--- src/twi_slave_map.svh ---
// constants for the two-wire register access slave
`ifndef TWI_SLAVE_MAP_SVH
`define TWI_SLAVE_MAP_SVH
`define SLV_ADDR7      7'h5d
`define DIR_BIT        0
`define PTR_W          8
`define REG_W          16
`define BYTE_BITS      4'h8
`define PTR_RESET      8'h00
`define REG_RESET      16'h0000
`endif

--- src/twi_slave_pkg.sv ---
// types for the two-wire register access slave
package twi_slave_pkg;
  typedef enum logic [2:0] {
    ST_IDLE = 3'b000,
    ST_ADDR = 3'b001,
    ST_PTR  = 3'b010,
    ST_WDAT = 3'b011,
    ST_RDAT = 3'b100,
    ST_RACK = 3'b101,
    ST_IGN  = 3'b110
  } phase_e;

  typedef struct packed {
    logic start;
    logic stop;
    logic rise;
    logic fall;
    logic sda;
  } bus_ev_s;

  typedef struct packed {
    logic        we;
    logic [7:0]  addr;
    logic [15:0] wdata;
  } reg_wr_s;
endpackage

--- src/reg_store.sv ---
// register memory for the two-wire slave, registered read data
`timescale 1ns/1ps
`include "twi_slave_map.svh"
module reg_store (
  // clock and reset
  input  wire logic                     clk,
  input  wire logic                     rst_n,
  // write port
  input  wire twi_slave_pkg::reg_wr_s   wr,
  // read port
  input  wire logic [`PTR_W-1:0]        raddr,
  output logic      [`REG_W-1:0]        rdata_q
);
  logic [`REG_W-1:0] mem [0:255];

  // memory has no reset; contents undefined until written
  always_ff @(posedge clk) begin
    if (wr.we) begin
      mem[wr.addr] <= wr.wdata;
    end
  end

  always_ff @(posedge clk or negedge rst_n) begin
    if (!rst_n) begin
      rdata_q <= `REG_RESET;
    end else begin
      rdata_q <= mem[raddr];
    end
  end
endmodule

--- src/line_sync.sv ---
// two-flop synchronisers and edge/condition detection on the serial lines
`timescale 1ns/1ps
module line_sync (
  // clock and reset
  input  wire logic                    clk,
  input  wire logic                    rst_n,
  // serial lines
  input  wire logic                    scl_in,
  input  wire logic                    sda_in,
  // detected events
  output twi_slave_pkg::bus_ev_s       ev_q
);
  logic [1:0] scl_sync_q;
  logic [1:0] sda_sync_q;
  logic       scl_prev_q;
  logic       sda_prev_q;

  // idle lines are high, so the synchronisers reset high to avoid a false start
  always_ff @(posedge clk or negedge rst_n) begin
    if (!rst_n) begin
      scl_sync_q <= 2'h3;
      sda_sync_q <= 2'h3;
      scl_prev_q <= 1'b1;
      sda_prev_q <= 1'b1;
    end else begin
      scl_sync_q <= {scl_sync_q[0], scl_in};
      sda_sync_q <= {sda_sync_q[0], sda_in};
      scl_prev_q <= scl_sync_q[1];
      sda_prev_q <= sda_sync_q[1];
    end
  end

  always_ff @(posedge clk or negedge rst_n) begin
    if (!rst_n) begin
      ev_q <= '0;
    end else begin
      ev_q.start <= scl_prev_q & scl_sync_q[1] & sda_prev_q & ~sda_sync_q[1];
      ev_q.stop  <= scl_prev_q & scl_sync_q[1] & ~sda_prev_q & sda_sync_q[1];
      ev_q.rise  <= ~scl_prev_q & scl_sync_q[1];
      ev_q.fall  <= scl_prev_q & ~scl_sync_q[1];
      ev_q.sda   <= sda_sync_q[1];
    end
  end
endmodule

--- src/twi_reg_slave.sv ---
// two-wire serial slave giving a bus master access to 16-bit registers
`timescale 1ns/1ps
`include "twi_slave_map.svh"
module twi_reg_slave (
  // clock and reset
  input  wire logic  CLK,
  input  wire logic  RST_N,
  // serial clock from the master, sampled only
  input  wire logic  SERIAL_CLOCK_IN,
  // serial data line, open drain
  input  wire logic  SERIAL_DATA_LINE_IN,
  output logic       SERIAL_DATA_LINE_OUT,
  output logic       SERIAL_DATA_LINE_OE,
  // status
  output logic       BUS_BUSY,
  output logic       REG_WRITE_PULSE
);
  twi_slave_pkg::bus_ev_s ev;
  twi_slave_pkg::phase_e  phase_q;
  twi_slave_pkg::reg_wr_s wr_d;
  logic [7:0]             sh_q;
  logic [3:0]             bit_q;
  logic                   ack_slot_q;
  logic                   pull_q;
  logic [`PTR_W-1:0]      ptr_q;
  logic                   hi_byte_q;
  logic [7:0]             upper_q;
  logic [`REG_W-1:0]      rdata;
  logic [7:0]             tx_q;
  logic                   busy_q;
  logic                   wpulse_q;
  logic                   ack_due_q;

  function automatic logic addr_hit(input logic [7:0] b);
    return b[7:1] == `SLV_ADDR7;
  endfunction

  line_sync u_sync (
    .clk    (CLK),
    .rst_n  (RST_N),
    .scl_in (SERIAL_CLOCK_IN),
    .sda_in (SERIAL_DATA_LINE_IN),
    .ev_q   (ev)
  );

  reg_store u_store (
    .clk     (CLK),
    .rst_n   (RST_N),
    .wr      (wr_d),
    .raddr   (ptr_q),
    .rdata_q (rdata)
  );

  logic byte_done;
  logic [7:0] rx_byte;
  assign byte_done = ev.rise & ~ack_slot_q & (bit_q == `BYTE_BITS - 4'h1);
  assign rx_byte   = {sh_q[6:0], ev.sda};

  // shift register and bit counter; msb first on receive
  always_ff @(posedge CLK or negedge RST_N) begin
    if (!RST_N) begin
      sh_q       <= 8'h00;
      bit_q      <= 4'h0;
      ack_slot_q <= 1'b0;
    end else if (ev.start | ev.stop) begin
      bit_q      <= 4'h0;
      ack_slot_q <= 1'b0;
    end else if (ev.rise & ~ack_slot_q) begin
      sh_q  <= rx_byte;
      bit_q <= bit_q + 4'h1;
    end else if (ev.fall & (bit_q == `BYTE_BITS)) begin
      ack_slot_q <= 1'b1;
      bit_q      <= 4'h0;
    end else if (ev.fall & ack_slot_q) begin
      ack_slot_q <= 1'b0;
    end
  end

  // protocol phase
  always_ff @(posedge CLK or negedge RST_N) begin
    if (!RST_N) begin
      phase_q <= twi_slave_pkg::ST_IDLE;
    end else if (ev.stop) begin
      phase_q <= twi_slave_pkg::ST_IDLE;
    end else if (ev.start) begin
      phase_q <= twi_slave_pkg::ST_ADDR;
    end else begin
      unique case (phase_q)
        twi_slave_pkg::ST_IDLE: begin
        end
        twi_slave_pkg::ST_ADDR: begin
          if (byte_done) begin
            if (!addr_hit(rx_byte)) begin
              phase_q <= twi_slave_pkg::ST_IGN;
            end else if (rx_byte[`DIR_BIT]) begin
              phase_q <= twi_slave_pkg::ST_RDAT;
            end else begin
              phase_q <= twi_slave_pkg::ST_PTR;
            end
          end
        end
        twi_slave_pkg::ST_PTR: begin
          if (byte_done) begin
            phase_q <= twi_slave_pkg::ST_WDAT;
          end
        end
        twi_slave_pkg::ST_WDAT: begin
        end
        twi_slave_pkg::ST_RDAT: begin
          // the ack slot of the read address is ours, not the master's
          if (ev.fall & (bit_q == `BYTE_BITS) & ~ack_due_q) begin
            phase_q <= twi_slave_pkg::ST_RACK;
          end
        end
        twi_slave_pkg::ST_RACK: begin
          if (ev.rise) begin
            phase_q <= ev.sda ? twi_slave_pkg::ST_IGN : twi_slave_pkg::ST_RDAT;
          end
        end
        twi_slave_pkg::ST_IGN: begin
        end
        default: phase_q <= twi_slave_pkg::ST_IDLE;
      endcase
    end
  end

  // pointer, byte order and write assembly
  always_ff @(posedge CLK or negedge RST_N) begin
    if (!RST_N) begin
      ptr_q     <= `PTR_RESET;
      hi_byte_q <= 1'b1;
      upper_q   <= 8'h00;
    end else if (ev.start | ev.stop) begin
      hi_byte_q <= 1'b1;
    end else if (byte_done & (phase_q == twi_slave_pkg::ST_PTR)) begin
      ptr_q     <= rx_byte;
      hi_byte_q <= 1'b1;
    end else if (byte_done & (phase_q == twi_slave_pkg::ST_WDAT)) begin
      if (hi_byte_q) begin
        upper_q <= rx_byte;
      end else begin
        ptr_q <= ptr_q + 8'h01;
      end
      hi_byte_q <= ~hi_byte_q;
    end else if (ev.rise & (phase_q == twi_slave_pkg::ST_RACK) & ~ev.sda) begin
      if (!hi_byte_q) begin
        ptr_q <= ptr_q + 8'h01;
      end
      hi_byte_q <= ~hi_byte_q;
    end
  end

  always_comb begin
    wr_d.we    = byte_done & (phase_q == twi_slave_pkg::ST_WDAT) & ~hi_byte_q;
    wr_d.addr  = ptr_q;
    wr_d.wdata = {upper_q, rx_byte};
  end

  // receiver acknowledge is decided on the eighth rise, before the phase moves on
  always_ff @(posedge CLK or negedge RST_N) begin
    if (!RST_N) begin
      ack_due_q <= 1'b0;
    end else if (ev.start | ev.stop) begin
      ack_due_q <= 1'b0;
    end else if (byte_done) begin
      ack_due_q <= ((phase_q == twi_slave_pkg::ST_ADDR) & addr_hit(rx_byte)) |
                   (phase_q == twi_slave_pkg::ST_PTR) |
                   (phase_q == twi_slave_pkg::ST_WDAT);
    end
  end

  // read byte: loaded as the ack slot closes, upper half first
  always_ff @(posedge CLK or negedge RST_N) begin
    if (!RST_N) begin
      tx_q <= 8'h00;
    end else if (ev.fall & ack_slot_q & (phase_q == twi_slave_pkg::ST_RDAT)) begin
      tx_q <= hi_byte_q ? rdata[15:8] : rdata[7:0];
    end else if (ev.fall & (phase_q == twi_slave_pkg::ST_RDAT)) begin
      tx_q <= {tx_q[6:0], 1'b1};
    end
  end

  // data line drive; changes on a clock falling edge, and clears on a start or stop
  always_ff @(posedge CLK or negedge RST_N) begin
    if (!RST_N) begin
      pull_q <= 1'b0;
    end else if (ev.start | ev.stop) begin
      pull_q <= 1'b0;
    end else if (ev.fall) begin
      if (bit_q == `BYTE_BITS) begin
        // ack slot: acknowledge as receiver, release as transmitter
        pull_q <= ack_due_q;
      end else if ((phase_q == twi_slave_pkg::ST_RDAT) & ack_slot_q) begin
        // msb goes out straight from the store, the shifter loads on this same edge
        pull_q <= ~(hi_byte_q ? rdata[15] : rdata[7]);
      end else if (phase_q == twi_slave_pkg::ST_RDAT) begin
        pull_q <= ~tx_q[6];
      end else begin
        pull_q <= 1'b0;
      end
    end
  end

  // slave only: serial clock is never driven
  always_ff @(posedge CLK or negedge RST_N) begin
    if (!RST_N) begin
      SERIAL_DATA_LINE_OE  <= 1'b0;
      SERIAL_DATA_LINE_OUT <= 1'b0;
    end else begin
      SERIAL_DATA_LINE_OE  <= pull_q;
      SERIAL_DATA_LINE_OUT <= 1'b0;
    end
  end

  always_ff @(posedge CLK or negedge RST_N) begin
    if (!RST_N) begin
      busy_q   <= 1'b0;
      wpulse_q <= 1'b0;
    end else begin
      if (ev.start) begin
        busy_q <= 1'b1;
      end else if (ev.stop) begin
        busy_q <= 1'b0;
      end
      wpulse_q <= wr_d.we;
    end
  end

  assign BUS_BUSY        = busy_q;
  assign REG_WRITE_PULSE = wpulse_q;
endmodule

--- config.mk ---
export PLATFORM = sky130hd
export DESIGN_NAME = twi_reg_slave
export DESIGN_NICKNAME = d
export VERILOG_FILES = /design/src/twi_slave_pkg.sv /design/src/reg_store.sv /design/src/line_sync.sv /design/src/twi_reg_slave.sv
export VERILOG_INCLUDE_DIRS = /design/src /design/src/src
export SDC_FILE = /design/constraint.sdc
export NUM_CORES = 2
export LEC_CHECK = 0
export BUFFER_PORTS_ARGS = -buffer_cell sky130_fd_sc_hd__buf_2
export CORE_MARGIN = 5
export CORE_UTILIZATION = 35
export CTS_BUF_LIST = sky130_fd_sc_hd__clkbuf_16
export CTS_CLUSTER_SIZE = 28
export DETAILED_ROUTE_END_ITERATION = 6
export GPL_ROUTABILITY_DRIVEN = 1
export SLEW_MARGIN = 15
export SYNTH_ARGS = -nofsm -noshare
export SYNTH_HDL_FRONTEND = slang
export SYNTH_SLANG_ARGS = --single-unit
export TNS_END_PERCENT = 50
--- constraint.sdc ---
create_clock -name CLK -period 12.2 [get_ports CLK]
set_input_delay 1.22 -clock CLK [delete_from_list [all_inputs] [get_ports CLK]]
set_output_delay 1.22 -clock CLK [all_outputs]
set_load 0.05 [all_outputs]
==> impl_metrics.tcl <==
set metrics [dict create \
    largest_net_degree_at_the_start_of_global_routing 182 \
    clk_transition_reported_paths_ns 0.06 \
    cts_made_buffers 424 \
    timing.critical_path.depth 9 \
    timing_hold_violations_final 0 \
    drc 2 \
    detail_route.wirelength_um 409000 \
    initialDrtViolationCount 9056 \
    dpl-instance-area_sq_um 167000 \
    utilization 0.402 \
    register_area_share_after_synthesis 0.789 \
    grt_pass1_wl_um 584000 \
    synth_largest_area_cell "edfxtp_1" \
    initial_utilization 0.352 \
    post_cts_resized 0 \
    yosys_warnings 0 \
    cts-hold-fix-buffers 0 \
    critical_path_cell_by_cell "buf_12 -> buf_4 -> buf_4 -> mux4_2 -> a22oi_1 -> a21oi_1 -> o41ai_1 -> buf_4 -> nand4_1" \
    synth.net_count 6964 \
    clockBufferDepth 4 \
    criticalPathCategory "flop to flop" \
    viasPerCell 5.55 \
    max_stage_delay_ns 0.86 \
    cts_max_level 5 \
    synth-edff-count 4096 \
    synth_area_leaders "edfxtp_1 (78%), mux4_2 (15%), a22oi_1 (2.4%)" \
    filler_cell_count 38874 \
    pin_count 8 \
    setup-tns-final_ns 0 \
    port_buffer_count 6 \
    failed_checks "DRC" \
    leading_cell_type_in_the_layout_fill_and_taps_excluded "edfxtp_1" \
    finalHoldWorstSlack_ns 0.233 \
    setup_viol 0 \
    detail_route.wl_per_cell_um 29.9 \
    track_usage 0.172 \
    post_synth_num_cell_types 50 \
    placeableCoreArea_sq_um 450000 \
    cts_root_buf "clkbuf_16" \
    later_pin_clock_latency_in_the_skew_report_ns 0.98 \
    die_h_um 682 \
    nets 7366 \
    r2r_cells 9 \
    fmaxAchievable_mhz 171 \
    maxCapViolCount 0 \
    clkSinkCount 4167 \
    pwr_density_cell_nw_per_um2 168 \
    syn-cell-area_sq_um 158000 \
    outcome "finished with violations" \
    vias 75965 \
    timing.critical_path.from_type "flop" \
    flow.area_growth_from_synthesis_pct 14.3 \
    place_congestion 0.798 \
    synthDominantCellAreaShare 0.778 \
    multiInputGateArea_sq_um 31700 \
    mostFrequentLayoutCells "edfxtp_1 (4096), mux4_2 (1024), a22oi_1 (516)" \
    die-area_sq_um 465000 \
    post_synth.cell_area_avg_sq_um 22.7 \
    report.final.slew_viol_count 0 \
    cpMostUsedCell "buf_4" \
    final_layout_size_suffix_gt1_frac 0.279 \
    detail_route.first_pass.iterations 7 \
    first_global_vias 76745 \
    cts_tree "yes" \
    ys_ff_latch 4167 \
    normalized_max_slew_margin 0.178 \
    cp_slowest_cell "buf_4" \
    grt_overflow 0 \
    ant_nets 0 \
    hp-class "primary input to asynchronous set/reset pin" \
    critPathBufInv 4 \
    worst_clock_skew_ns 0.0557 \
    detail_placement_hpwl_um 230000 \
    end_kind "flop" \
    synthesis.instances 6954 \
    worst_path_dominant_cell_family "buffers and inverters" \
    timing.final.crit_share 0.479 \
    postLayoutCellArea_sq_um 181000 \
    dieWidth_um 682 \
    grt_setup_unrepaired "no" \
    worst_path_maximum_fanout 123 \
    worst_ep_arrival_time_ns 6.61 \
    post-cts-setup-buffers 0 \
    sequential_cell_area_sq_um 125000 \
    cp_data_required_time_ns 12.97 \
    ir_worst_vdd_v 0.000119 \
    grt_antenna_before_repair 21 \
    leakagePower_nw 52.3 \
    tightestPinTransition_ns 1.23 \
    yosys_most_used_dff "edfxtp_1" \
    async_sr_flop_fraction 0.0170 \
    min_period_ns 5.85 \
    num_rows 246 \
]
-- power breakdown --
| part | switching, W | leakage, nW | internal (W) |
|---|---|---|---|
| Sequential | 0.000245 | 35.9 | 0.0164 |
| Clock | 0.00542 | 7.06 | 0.00713 |
| Combinational | 0.000900 | 9.32 | 0.000154 |
-- worst paths after layout --
| kind | endpoint | slack, ns | from |
|---|---|---|---|
| setup reg to reg | u_store.rdata_q[13]$_DFF_PN0_ | 6.35 | ptr_q[1]$_DFFE_PN0P_ |
| min in group CLK | u_sync.sda_sync_q[1]$_DFF_PN1_ | 0.36 | u_sync.sda_sync_q[0]$_DFF_PN1_ |
| hold / removal | u_store.rdata_q[1]$_DFF_PN0_ | 0.23 | RST_N |
| hold reg to reg | u_sync.sda_sync_q[1]$_DFF_PN1_ | 0.36 | u_sync.sda_sync_q[0]$_DFF_PN1_ |
| setup / recovery | u_store.rdata_q[13]$_DFF_PN0_ | 6.35 | ptr_q[1]$_DFFE_PN0P_ |
| max in group asynchronous | upper_q[5]$_DFFE_PN0P_ | 10.69 | RST_N |
-- Yosys cell counts (all sizes together) (3+ instances only) --
master	count
inv	11
a21oi	262
a22oi	516
nand3b	5
nor2b	9
o41ai	65
buf	170
dfstp	7
o21ai	28
mux4	1024
nor2	276
nor3b	3
nand2	60
clkbuf	254
edfxtp	4096
o2bb2ai	3
dfrtp	64
nand2b	5
o211ai	3
and2	8
mux2	16
a31oi	3
nand4b	3
mux2i	12
ha	6
nand3	4
nand4	17
-- state kept, by name, indices dropped and copies added (netlist names) --
register             count
bit_q                    4
phase_q                  3
u_sync.ev_q              5
REG_WRITE_PULSE          1
u_sync.scl_prev_q        1
u_sync.sda_prev_q        1
u_sync.scl_sync_q        2
hi_byte_q                1
sh_q                     7
ack_slot_q               1
u_store.rdata_q         16
SERIAL_DATA_LINE_OE      1
ack_due_q                1
u_sync.sda_sync_q        2
ptr_q                    8
BUS_BUSY                 1
tx_q                     7
pull_q                   1
upper_q                  8
u_store.mem           4096
-- metal layers --
metal  GRT usage  vias to the layer above  wire length (um)
li1            -                    30674                 -
met1       0.241                    41297            167000
met2       0.277                     3359            198000
met3      0.0282                      625             30600
met4      0.0563                       10             13700
met5           0                        -                59
-- metrics by stage --
step | instances | worst slack, ns | total power (W)
final | 13677 | 6.35 | 0.0303
after global routing | 13674 | 6.24 | 0.0312
after CTS | 13670 | 6.32 | 0.0305
after floorplan | 6954 | 7.71 | 0.0175
after global placement | 12869 | 5.50 | 0.0180
after detailed placement | 12880 | 6.35 | 0.0181
-- area by class of cell --
cell class / instances / area share
diodes: 5 / 0.0000692
flip-flops and latches: 4167 / 0.691
clock buffers: 429 / 0.0594
inverters: 11 / 0.000228
clock inverters: 361 / 0.0153
repair buffers: 400 / 0.0177
multi-input cells: 2352 / 0.175
well taps: 5952 / 0.0412
-- cells by family (layout without fill, tap and decap cells) --
| family | Yosys count | count (layout) | synth area share |
|---|---|---|---|
| AOI/OAI and AO/OA | 889 | 889 | 0.0386 |
| xor gates and xnor gates | 3 | 3 | 0.000166 |
| adders and majority gates | 6 | 6 | 0.000475 |
| buffers and inverters | 435 | 1201 | 0.0130 |
| DFF | 4167 | 4167 | 0.789 |
| muxes | 1052 | 1052 | 0.148 |
| other | 1 | 6 | 0.0000237 |
| and+or+nand+nor | 401 | 401 | 0.0108 |
Power figures use the tool's default switching activity.
